==> config.mk <==
export PLATFORM = sky130hd
export DESIGN_NAME = fmc_codec
export DESIGN_NICKNAME = d
export VERILOG_FILES = /design/src/fmc_pkg.sv /design/src/fmc_codec.sv
export VERILOG_INCLUDE_DIRS = /design/src /design/src/src
export SDC_FILE = /design/constraint.sdc
export NUM_CORES = 2
export LEC_CHECK = 0
export CAP_MARGIN = 20
export CELL_PAD_IN_SITES_DETAIL_PLACEMENT = 0
export CELL_PAD_IN_SITES_GLOBAL_PLACEMENT = 1
export CORE_ASPECT_RATIO = 0.8
export CORE_MARGIN = 4
export CORE_UTILIZATION = 35
export CTS_CLUSTER_SIZE = 24
export DETAILED_ROUTE_END_ITERATION = 16
export DONT_BUFFER_PORTS = 1
export GPL_TIMING_DRIVEN = 0
export PLACE_DENSITY_LB_ADDON = 0.1
export SLEW_MARGIN = 15
export SYNTH_ARGS = -nofsm -noshare
export SYNTH_HDL_FRONTEND = slang
export SYNTH_SLANG_ARGS = --single-unit
==> constraint.sdc <==
create_clock -name core_clk_in -period 34.6 [get_ports core_clk_in]
set_input_delay 5.19 -clock core_clk_in [delete_from_list [all_inputs] [get_ports core_clk_in]]
set_output_delay 5.19 -clock core_clk_in [all_outputs]
set_load 0.01 [all_outputs]
==> src/fmc_consts.svh <==
// constants of the frame memory codec: sizes, codes and counts
`ifndef FMC_CONSTS_SVH
`define FMC_CONSTS_SVH

`define FMC_BLK_BYTES 32
`define FMC_BLK_LAST 5'h1F
`define FMC_FIFO_WIDTH 8
`define FMC_FIFO_DEPTH 64
`define FMC_SRAM_AW 16
`define FMC_CNT_W 24
`define FMC_RD_WAIT 3'h4
`define FMC_RAW_SIZE 6'h21
`define FMC_MAP_SIZE 6'h05
`define FMC_EMIT_MAP0 6'h01
`define FMC_EMIT_DATA0 6'h05
`define FMC_EMIT_END 6'h24
`define FMC_PASS_END 6'h03
`define FMC_HDR_RAW 8'h00
`define FMC_HDR_LEFT 8'h01
`define FMC_HDR_UP 8'h02
`define FMC_HDR_AVG 8'h03
`define FMC_HDR_XOR 8'h04

`endif

==> src/fmc_pkg.sv <==
// types of the frame memory codec
`default_nettype none
package fmc_pkg;
   typedef enum logic [1:0] {
      FMC_MODE_PASS = 2'h0,
      FMC_MODE_BYTE = 2'h1,
      FMC_MODE_BILEVEL = 2'h2
   } fmc_mode_e;

   typedef enum logic [2:0] {
      FMC_ENC_RAW = 3'h0,
      FMC_ENC_LEFT = 3'h1,
      FMC_ENC_UP = 3'h2,
      FMC_ENC_AVG = 3'h3,
      FMC_ENC_XOR = 3'h4
   } fmc_enc_e;

   typedef enum logic [6:0] {
      FMC_ST_IDLE = 7'h01,
      FMC_ST_FETCH = 7'h02,
      FMC_ST_SRD = 7'h04,
      FMC_ST_SWR = 7'h08,
      FMC_ST_EVAL = 7'h10,
      FMC_ST_EMIT = 7'h20,
      FMC_ST_FINISH = 7'h40
   } fmc_state_e;

   typedef struct packed {
      fmc_mode_e mode;
      logic to_video;
      logic [23:0] out_limit;
      logic [15:0] line_len;
   } fmc_cmd_s;
endpackage : fmc_pkg
`default_nettype wire

==> src/fmc_codec.sv <==
// frame memory codec: copier, byte difference codec, bilevel codec, fifo
//
// Contract
// - copier and two codecs, one selected per operation, sharing input and fifo.
// - input words come from the dma side; every output byte enters a 64-byte fifo.
// - fifo drains either to memory or to video, never both in one operation.
// - codec input consumed in 32-byte blocks of 8 words, copier input one word at a time; supplier pads input.
// - programmable output byte count; emission stops once it is reached.
// - engine-finished flag rises when coding ends, even with bytes still queued.
// - all-drained flag rises after engine-finished, once the fifo is empty and the last output byte is accepted.
// - one operation at a time; start is ignored while busy.
// - copier forwards every input byte unchanged.
// - byte codec scores three difference types per block, uses the best.
// - when no difference type shrinks the block, raw bytes are emitted.
// - encoding type chosen and recorded per block in a header byte.
// - current line written to line memory; differences taken against line above.
// - first line uses in-line differences only, without scoring.
// - line memory address is 16 bits, lines up to 65,535 bytes.
// - output length up to 16,777,215 bytes per operation.
// - bilevel codec handles one-bit-per-pixel images.
// - bilevel codec shares line memory, widths up to 524,280 pixels.
// - bilevel images up to 65,535 lines.
// - line memory driven by 16-bit address, 8-bit data, write and read strobes.
`include "fmc_consts.svh"
`default_nettype none

module fmc_fifo #(
   parameter int unsigned WIDTH = 8,
   parameter int unsigned DEPTH = 64
) (
   // clock and reset
   input wire logic clk_in,
   input wire logic rst_n_in,
   // fill side
   input wire logic in_valid_in,
   input wire logic [WIDTH-1:0] in_data_in,
   output logic in_ready_out,
   // drain side
   output logic out_valid_out,
   output logic [WIDTH-1:0] out_data_out,
   input wire logic out_ready_in,
   output logic empty_out
);
   localparam int unsigned AW = $clog2(DEPTH);
   logic [WIDTH-1:0] mem_q [DEPTH];
   logic [AW:0] wr_q;
   logic [AW:0] rd_q;
   logic full;
   logic empty;
   logic do_wr;
   logic do_rd;

   assign full = (wr_q[AW] != rd_q[AW]) && (wr_q[AW-1:0] == rd_q[AW-1:0]);
   assign empty = (wr_q == rd_q);
   assign do_wr = in_valid_in && !full;
   assign do_rd = out_ready_in && !empty;
   assign in_ready_out = !full;
   assign out_valid_out = !empty;
   assign empty_out = empty;
   assign out_data_out = mem_q[rd_q[AW-1:0]];

   always_ff @(posedge clk_in or negedge rst_n_in) begin
      if (!rst_n_in) begin
         wr_q <= '0;
         rd_q <= '0;
      end else begin
         if (do_wr) wr_q <= wr_q + 1'b1;
         if (do_rd) rd_q <= rd_q + 1'b1;
      end
   end

   // storage has no reset; contents are only read behind the pointers
   always_ff @(posedge clk_in) begin
      if (do_wr) mem_q[wr_q[AW-1:0]] <= in_data_in;
   end
endmodule : fmc_fifo

module fmc_codec
   import fmc_pkg::*;
(
   // clock and reset
   input wire logic core_clk_in,
   input wire logic rst_n_in,
   // operation control
   input wire logic start_in,
   input wire fmc_cmd_s cmd_in,
   output logic busy_out,
   output logic proc_done_out,
   output logic done_all_out,
   // input words from the dma side
   input wire logic in_valid_in,
   input wire logic [31:0] in_word_in,
   input wire logic in_last_in,
   output logic in_ready_out,
   // output bytes
   output logic [7:0] out_data_out,
   output logic out_mem_valid_out,
   input wire logic out_mem_ready_in,
   output logic out_vid_valid_out,
   input wire logic out_vid_ready_in,
   // line memory
   output logic [15:0] line_sram_addr_out,
   output logic [7:0] line_sram_data_out,
   output logic line_sram_data_oe_out,
   input wire logic [7:0] line_sram_data_in,
   output logic line_sram_write_strobe_out,
   output logic line_sram_output_strobe_out
);
   fmc_state_e state_q;
   fmc_cmd_s cmd_q;
   fmc_enc_e enc_q;
   logic [31:0] word_q;
   logic last_q;
   logic [4:0] bi_q;
   logic [7:0] cur_q [`FMC_BLK_BYTES];
   logic [7:0] up_q [`FMC_BLK_BYTES];
   logic [`FMC_SRAM_AW-1:0] col_q;
   logic first_line_q;
   logic blk_first_q;
   logic [7:0] left_q;
   logic [5:0] cost_q [3];
   logic [5:0] ei_q;
   logic [`FMC_CNT_W-1:0] cnt_q;
   logic [2:0] rdw_q;
   logic in_ready_q;
   logic busy_q;
   logic proc_done_q;
   logic done_all_q;
   logic out_mem_v_q;
   logic out_vid_v_q;
   logic [7:0] out_data_q;
   logic [15:0] sa_q;
   logic [7:0] sd_q;
   logic sd_oe_q;
   logic swe_q;
   logic soe_q;
   logic [7:0] sd_s1_q;
   logic [7:0] sd_s2_q;
   logic [7:0] sd_s3_q;

   // prediction difference of byte i under one encoding type
   function automatic logic [7:0] fmc_diff(fmc_enc_e enc, logic [4:0] i);
      logic [7:0] l;
      logic [8:0] s;
      l = (i == 5'h00) ? left_q : cur_q[i - 5'h01];
      s = {1'b0, l} + {1'b0, up_q[i]};
      case (enc)
         FMC_ENC_LEFT: fmc_diff = cur_q[i] - l;
         FMC_ENC_UP: fmc_diff = cur_q[i] - up_q[i];
         FMC_ENC_AVG: fmc_diff = cur_q[i] - s[8:1];
         FMC_ENC_XOR: fmc_diff = cur_q[i] ^ up_q[i];
         default: fmc_diff = cur_q[i];
      endcase
   endfunction : fmc_diff

   // one byte of the nonzero map, bit k set when byte 8j+k differs
   function automatic logic [7:0] fmc_map(fmc_enc_e enc, logic [1:0] j);
      logic [7:0] m;
      m = 8'h00;
      for (int k = 0; k < 8; k++) begin
         m[k] = (fmc_diff(enc, {j, 3'(k)}) != 8'h00);
      end
      fmc_map = m;
   endfunction : fmc_map

   // fifo and drain stage
   logic push;
   logic [7:0] push_data;
   logic fifo_ready;
   logic fifo_valid;
   logic [7:0] fifo_data;
   logic fifo_empty;
   logic out_rdy;
   logic pop;

   fmc_fifo #(.WIDTH(`FMC_FIFO_WIDTH), .DEPTH(`FMC_FIFO_DEPTH)) u_fifo (
      .clk_in(core_clk_in),
      .rst_n_in(rst_n_in),
      .in_valid_in(push),
      .in_data_in(push_data),
      .in_ready_out(fifo_ready),
      .out_valid_out(fifo_valid),
      .out_data_out(fifo_data),
      .out_ready_in(pop),
      .empty_out(fifo_empty)
   );

   // one destination per operation
   assign out_rdy = cmd_q.to_video ? out_vid_ready_in : out_mem_ready_in;
   assign pop = fifo_valid && (!(out_mem_v_q || out_vid_v_q) || out_rdy);

   // emit decode
   wire in_take = in_ready_q && in_valid_in;
   wire is_pass = (cmd_q.mode == FMC_MODE_PASS);
   wire at_limit = (cnt_q == cmd_q.out_limit);
   wire [4:0] di = 5'(ei_q - `FMC_EMIT_DATA0);
   logic [7:0] di_val;
   logic [7:0] map_byte;
   wire [7:0] pass_byte = word_q[{ei_q[1:0], 3'h0} +: 8];
   wire [7:0] cur_byte = word_q[{bi_q[1:0], 3'h0} +: 8];
   // process form so buffer reads inside the functions wake it up
   always_comb begin
      di_val = fmc_diff(enc_q, di);
      map_byte = fmc_map(enc_q, 2'(ei_q - `FMC_EMIT_MAP0));
   end
   wire emit_hdr = !is_pass && (ei_q == 6'h00);
   wire emit_map = !is_pass && (enc_q != FMC_ENC_RAW)
      && (ei_q >= `FMC_EMIT_MAP0) && (ei_q < `FMC_EMIT_DATA0);
   wire emit_dat = !is_pass && (ei_q >= `FMC_EMIT_DATA0)
      && ((enc_q == FMC_ENC_RAW) || (di_val != 8'h00));
   wire want = (state_q == FMC_ST_EMIT) && !at_limit
      && (is_pass || emit_hdr || emit_map || emit_dat);
   wire emit_end = is_pass ? (ei_q == `FMC_PASS_END)
                           : (ei_q == `FMC_EMIT_END);
   assign push = want && fifo_ready;
   assign push_data = is_pass ? pass_byte
      : emit_hdr ? {5'h00, enc_q}
      : emit_map ? map_byte
      : (enc_q == FMC_ENC_RAW) ? cur_q[di] : di_val;
   wire emit_step = !want || fifo_ready;

   // block scoring: bitmap form costs map bytes plus nonzero bytes
   wire [5:0] sz_l = cost_q[0] + `FMC_MAP_SIZE;
   wire [5:0] sz_u = cost_q[1] + `FMC_MAP_SIZE;
   wire [5:0] sz_a = cost_q[2] + `FMC_MAP_SIZE;
   wire l_best = (sz_l <= sz_u) && (sz_l <= sz_a);
   wire u_best = !l_best && (sz_u <= sz_a);
   wire [5:0] sz_best = l_best ? sz_l : (u_best ? sz_u : sz_a);
   logic [7:0] ev_l;
   logic [7:0] ev_u;
   logic [7:0] ev_a;
   always_comb begin
      ev_l = fmc_diff(FMC_ENC_LEFT, ei_q[4:0]);
      ev_u = fmc_diff(FMC_ENC_UP, ei_q[4:0]);
      ev_a = fmc_diff(FMC_ENC_AVG, ei_q[4:0]);
   end
   wire [15:0] col_nx = (col_q == cmd_q.line_len - 16'h0001)
      ? 16'h0000 : col_q + 16'h0001;

   always_ff @(posedge core_clk_in or negedge rst_n_in) begin
      if (!rst_n_in) begin
         sd_s1_q <= 8'h00;
         sd_s2_q <= 8'h00;
         sd_s3_q <= 8'h00;
      end else begin
         sd_s1_q <= line_sram_data_in;
         sd_s2_q <= sd_s1_q;
         sd_s3_q <= sd_s2_q;
      end
   end

   always_ff @(posedge core_clk_in or negedge rst_n_in) begin
      if (!rst_n_in) begin
         out_mem_v_q <= 1'b0;
         out_vid_v_q <= 1'b0;
         out_data_q <= 8'h00;
         done_all_q <= 1'b0;
      end else begin
         if (pop) begin
            out_data_q <= fifo_data;
            out_mem_v_q <= !cmd_q.to_video;
            out_vid_v_q <= cmd_q.to_video;
         end else if (out_rdy) begin
            out_mem_v_q <= 1'b0;
            out_vid_v_q <= 1'b0;
         end
         if (state_q == FMC_ST_IDLE && start_in) begin
            done_all_q <= 1'b0;
         end else if (proc_done_q && fifo_empty && !pop
                      && !((out_mem_v_q || out_vid_v_q) && !out_rdy)) begin
            done_all_q <= 1'b1;
         end
      end
   end

   // block buffer carries no reset; it is refilled before every use
   always_ff @(posedge core_clk_in) begin
      if (state_q == FMC_ST_SRD && rdw_q == `FMC_RD_WAIT) begin
         up_q[bi_q] <= sd_s3_q;
         cur_q[bi_q] <= cur_byte;
      end
   end

   always_ff @(posedge core_clk_in or negedge rst_n_in) begin
      if (!rst_n_in) begin
         state_q <= FMC_ST_IDLE;
         cmd_q <= '0;
         enc_q <= FMC_ENC_RAW;
         word_q <= 32'h0000_0000;
         last_q <= 1'b0;
         bi_q <= 5'h00;
         col_q <= 16'h0000;
         first_line_q <= 1'b1;
         blk_first_q <= 1'b1;
         left_q <= 8'h00;
         cost_q <= '{default: 6'h00};
         ei_q <= 6'h00;
         cnt_q <= 24'h00_0000;
         rdw_q <= 3'h0;
         in_ready_q <= 1'b0;
         busy_q <= 1'b0;
         proc_done_q <= 1'b0;
         sa_q <= 16'h0000;
         sd_q <= 8'h00;
         sd_oe_q <= 1'b0;
         swe_q <= 1'b0;
         soe_q <= 1'b0;
      end else begin
         swe_q <= 1'b0;
         sd_oe_q <= 1'b0;
         if (push) cnt_q <= cnt_q + 24'h00_0001;
         case (state_q)
            FMC_ST_IDLE: begin
               if (start_in) begin
                  cmd_q <= cmd_in;
                  proc_done_q <= 1'b0;
                  cnt_q <= 24'h00_0000;
                  col_q <= 16'h0000;
                  first_line_q <= 1'b1;
                  bi_q <= 5'h00;
                  left_q <= 8'h00;
                  busy_q <= 1'b1;
                  in_ready_q <= 1'b1;
                  state_q <= FMC_ST_FETCH;
               end
            end
            FMC_ST_FETCH: begin
               if (in_take) begin
                  word_q <= in_word_in;
                  last_q <= in_last_in;
                  in_ready_q <= 1'b0;
                  ei_q <= 6'h00;
                  rdw_q <= 3'h0;
                  if (bi_q == 5'h00) blk_first_q <= first_line_q;
                  sa_q <= col_q;
                  soe_q <= !is_pass;
                  state_q <= is_pass ? FMC_ST_EMIT : FMC_ST_SRD;
               end
            end
            FMC_ST_SRD: begin
               rdw_q <= rdw_q + 3'h1;
               if (rdw_q == `FMC_RD_WAIT) begin
                  soe_q <= 1'b0;
                  sd_q <= cur_byte;
                  sd_oe_q <= 1'b1;
                  swe_q <= 1'b1;
                  state_q <= FMC_ST_SWR;
               end
            end
            FMC_ST_SWR: begin
               col_q <= col_nx;
               if (col_nx == 16'h0000) first_line_q <= 1'b0;
               bi_q <= bi_q + 5'h01;
               rdw_q <= 3'h0;
               ei_q <= 6'h00;
               cost_q <= '{default: 6'h00};
               if (bi_q == `FMC_BLK_LAST) begin
                  if (cmd_q.mode == FMC_MODE_BILEVEL) begin
                     enc_q <= FMC_ENC_XOR;
                     state_q <= FMC_ST_EMIT;
                  end else if (blk_first_q) begin
                     enc_q <= FMC_ENC_LEFT;
                     state_q <= FMC_ST_EMIT;
                  end else begin
                     state_q <= FMC_ST_EVAL;
                  end
               end else if (bi_q[1:0] == 2'h3) begin
                  in_ready_q <= 1'b1;
                  state_q <= FMC_ST_FETCH;
               end else begin
                  sa_q <= col_nx;
                  soe_q <= 1'b1;
                  state_q <= FMC_ST_SRD;
               end
            end
            FMC_ST_EVAL: begin
               ei_q <= ei_q + 6'h01;
               if (ei_q == 6'h20) begin
                  ei_q <= 6'h00;
                  if (sz_best >= `FMC_RAW_SIZE) begin
                     enc_q <= FMC_ENC_RAW;
                  end else begin
                     enc_q <= l_best ? FMC_ENC_LEFT
                        : (u_best ? FMC_ENC_UP : FMC_ENC_AVG);
                  end
                  state_q <= FMC_ST_EMIT;
               end else begin
                  state_q <= FMC_ST_EVAL;
                  cost_q[0] <= cost_q[0] + 6'(ev_l != 8'h00);
                  cost_q[1] <= cost_q[1] + 6'(ev_u != 8'h00);
                  cost_q[2] <= cost_q[2] + 6'(ev_a != 8'h00);
               end
            end
            FMC_ST_EMIT: begin
               if (at_limit) begin
                  state_q <= FMC_ST_FINISH;
               end else if (emit_step) begin
                  ei_q <= ei_q + 6'h01;
                  if (emit_end) begin
                     if (!is_pass) left_q <= (col_q == 16'h0000)
                        ? 8'h00 : cur_q[`FMC_BLK_LAST];
                     bi_q <= 5'h00;
                     in_ready_q <= !last_q;
                     state_q <= last_q ? FMC_ST_FINISH : FMC_ST_FETCH;
                  end
               end
            end
            FMC_ST_FINISH: begin
               in_ready_q <= 1'b0;
               proc_done_q <= 1'b1;
               busy_q <= 1'b0;
               state_q <= FMC_ST_IDLE;
            end
            default: begin
               busy_q <= 1'b0;
               state_q <= FMC_ST_IDLE;
            end
         endcase
      end
   end

   // eval runs 33 cycles: 32 scoring steps then the choice
   assign busy_out = busy_q;
   assign proc_done_out = proc_done_q;
   assign done_all_out = done_all_q;
   assign in_ready_out = in_ready_q;
   assign out_data_out = out_data_q;
   assign out_mem_valid_out = out_mem_v_q;
   assign out_vid_valid_out = out_vid_v_q;
   assign line_sram_addr_out = sa_q;
   assign line_sram_data_out = sd_q;
   assign line_sram_data_oe_out = sd_oe_q;
   assign line_sram_write_strobe_out = swe_q;
   assign line_sram_output_strobe_out = soe_q;
endmodule : fmc_codec
`default_nettype wire

==> out/results.ini <==
[job]
maxCapViolations=0

[synth]
synthSimpleGateAreaFrac=0.0717
synth_mux_area_frac=0.244
yosys_warnings=0
synth_compound_area_frac=0.0652
synth_area_sq_um=71600
synth_adder_area_share=0.0408
async_reset_ff_frac=0.194
synthCells=4963
ys.flop_type=edfxtp_1
ys_ff_latch=1270
synth-edff-count=1024
syn_nets=5274
ys_seq_area_frac=0.516
synth-xor-area-share=0.0338
syn_avg_cell_area_sq_um=14.4
netlist-cell-type-count=87
synth_top_family_by_area=multiplexers

[setup_path]
path_class=register to register
crit_top_cell=buf_4
start_kind=register
critPathLaunch=ei_q[1]$_DFFE_PN0P_
cp_max_fo=15
endpoint=u_fifo.mem_q[27][3]$_DFFE_PP_
cp_num_cells=43
critPathRequiredTime_ns=35.02
reg2reg_depth=43
arrival_ns=17.91
cp_num_buf_inv=18
reg2reg_from=ei_q[1]$_DFFE_PN0P_
critPathTopFamily=buffers and inverters
end_kind=register
cp_slowest_cell=clkinv_1
timing.rr.end=u_fifo.mem_q[27][3]$_DFFE_PP_
r2r_slack_ns=17.11
cp_slowest_stage_delay_ns=1.13

[drt]
drc_errors=0
antenna_left=0
vias=50574
drt_wl_total_microns=317000
drt_iter0_drc=8033
wl_per_cell_microns=39.5
viasPerCell=6.29
drt_pass1_iterations=6

[power]
p_per_area_nw_per_um2=109
pwr-share-clk=0.178
internal_power_mw=4.83
switchingPower_mw=4.14
power.leakage_nw=28.0
power_mw=8.97
switching_share=0.461
seqPwrFrac=0.228
pwr-share-comb=0.595
irDropWorstVdd_v=0.0000652

[timing]
slew-limit-headroom=0.0860
clock_skew_ns=0.0531
hold_ws_ns=0.346
fmax_ghz=0.0572
rsz0062_at_grt=no
timing.final.crit_share=0.506
setup-violations-final=0
final-hold-violation-count=0
tightestPinTransition_ns=1.37
min_period_ns=17.49
setup_slack_ns=17.11
fin_setup_tns_ns=0
final_max_slew_viol_count=0

[run_status]
outcome=complete, no violations

[floorplanning]
die_area_sq_um=212000
floorplan.rows=148
coreArea_sq_um=203000
start_util=0.352
fp.dieH_microns=413
die_w_microns=514
ios=131

[clocking]
numCtsBuffers=143
clk_pin_slew_worst_paths_ns=0.07
ctsHoldBuffers=0
cts_htree_levels=4
post_cts_resized=0
cts_tree=yes
cts_setup_buffers=0
cts_num_sinks=1270
clkLatencyLatePin_ns=0.82
clk_path_buf_depth=3
cts_root_buf=clkbuf_16

[placement]
dp_slack_ns=17.75
port_buffers=0
place_inst=7754
place_congestion=0.978
dpl.hpwl_microns=238000

[finish]
drive_gt1_frac=0.241
final_cell_count_no_fill=8040
nNetsFinal=5517
fillers=18800
layout_commonest_cell=edfxtp_1
final_cell_mix=edfxtp_1, mux4_2, nand2_1
syn_to_final_growth_pct=14.4

[grt]
antenna_found_initial=15
grt_pass1_vias=48722
grtUsageTotal=0.296
grt_max_degree=247
grt_pass1_wl_microns=429000
grt_remaining_overflow=0

[min_path]
min_path_type=register to register

-- area by class of cell --
class / count / area, sq um / area share
flip-flops and latches: 1270 / 36900 / 0.451
inverters: 140 / 526 / 0.00642
repair buffers: 98 / 1520 / 0.0186
clock buffers: 179 / 3800 / 0.0464
multi-input cells: 3242 / 33100 / 0.404
clock inverters: 83 / 1030 / 0.0125
plain buffers: 311 / 1560 / 0.0191
well taps: 2700 / 3380 / 0.0413
diodes: 17 / 42.5 / 0.000519
-- registers in the layout (all words and copies together) (netlist names), 16 cells and up --
register            flops
cnt_q                  24
cost_q                 18
word_q                 32
u_fifo.mem_q          512
up_q                  256
cmd_q                  43
cur_q                 256
line_sram_addr_out     16
col_q                  16
-- metrics by stage --
stage / instance area (sq um) / utilization
2_1_floorplan: 71600 / -
3_3_place_gp: 75000 / 0.369
3_5_place_dp: 76900 / 0.378
4_1_cts: 81800 / 0.402
5_1_grt: 81900 / 0.403
6_report: 81900 / 0.403
-- worst min path at each step --
stage                               from  slack [ns]  depth (start not counted)                   end
floorplan           sd_s1_q[0]$_DFF_PN0_        0.33                          0  sd_s2_q[0]$_DFF_PN0_
global placement    sd_s1_q[5]$_DFF_PN0_        0.33                          0  sd_s2_q[5]$_DFF_PN0_
CTS                 sd_s2_q[3]$_DFF_PN0_        0.35                          0  sd_s3_q[3]$_DFF_PN0_
finish              sd_s2_q[3]$_DFF_PN0_        0.35                          0  sd_s3_q[3]$_DFF_PN0_
detailed placement  sd_s2_q[3]$_DFF_PN0_        0.33                          0  sd_s3_q[3]$_DFF_PN0_
global route        sd_s2_q[1]$_DFF_PN0_        0.35                          0  sd_s3_q[1]$_DFF_PN0_
-- power groups by stage --
stage / clock network, mW / registers [mW] / logic, mW
after floorplan: 0 / 2.07 / 3.17
after global placement: 0 / 2.14 / 5.02
after detailed placement: 0 / 2.07 / 5.15
after CTS: 1.62 / 2.04 / 5.18
after global routing: 1.69 / 2.05 / 5.60
final: 1.59 / 2.04 / 5.33
-- cells in the mapped netlist, types with 8 or more instances --
master / instances / share of area
edfxtp_1: 1024 / 0.43
mux4_2: 676 / 0.21
nand2_1: 380 / 0.020
nor2_1: 283 / 0.015
o21ai_0: 255 / 0.018
dfrtp_1: 243 / 0.085
a21oi_1: 203 / 0.014
ha_1: 202 / 0.035
clkbuf_1: 168 / 0.0088
inv_1: 137 / 0.0072
mux2i_1: 134 / 0.019
xnor2_1: 134 / 0.016
xor2_1: 130 / 0.016
mux2_2: 77 / 0.012
a21o_1: 63 / 0.0066
nor3_1: 59 / 0.0041
nand3_1: 58 / 0.0041
nor4_1: 56 / 0.0049
o21bai_1: 47 / 0.0049
buf_4: 45 / 0.0047
nor2b_1: 41 / 0.0036
buf_1: 40 / 0.0021
buf_2: 40 / 0.0028
nand4_1: 37 / 0.0032
a31oi_1: 33 / 0.0029
nand2b_1: 33 / 0.0029
and3_1: 32 / 0.0028
a211oi_1: 26 / 0.0027
or3_1: 25 / 0.0022
o211ai_1: 20 / 0.0021
fa_1: 19 / 0.0053
or4_1: 19 / 0.0020
nand3b_1: 15 / 0.0016
o21a_1: 14 / 0.0015
o31ai_1: 14 / 0.0015
and2_1: 13 / 0.0011
buf_6: 12 / 0.0019
nor3b_1: 11 / 0.0012
o22a_1: 11 / 0.0013
o22ai_1: 11 / 0.00096
a2111oi_0: 8 / 0.00098
-- kinds of logic after synthesis --
group | count (synthesis)
AO/OA/AOI/OAI | 770
adder cells (fa/ha/maj) | 222
multiplexers | 889
AND/OR/NAND/NOR | 1091
XOR/XNOR | 270
flip-flops | 1270
buffers and inverters | 451
-- worst reg2reg max path, delay by kind of cell, from the launching register on --
| kind | cells | cell delay [ns] |
|---|---|---|
| xor gates and xnor gates | 1 | 0.17 |
| muxes | 1 | 0.33 |
| DFF | 1 | 0.47 |
| buffers and inverters | 18 | 9.34 |
| adders and majority gates | 3 | 1.61 |
| and+or+nand+nor | 8 | 2.37 |
| AOI/OAI and AO/OA | 12 | 2.76 |
-- routing by layer --
layer,part of all wire,global-route usage,vias to the layer above
met5,0.0012,0.00342,-
met4,0.040,0.101,10
met3,0.14,0.135,573
met2,0.40,0.405,3148
met1,0.42,0.413,26632
li1,-,-,20211
Power figures use the tool's default switching activity.
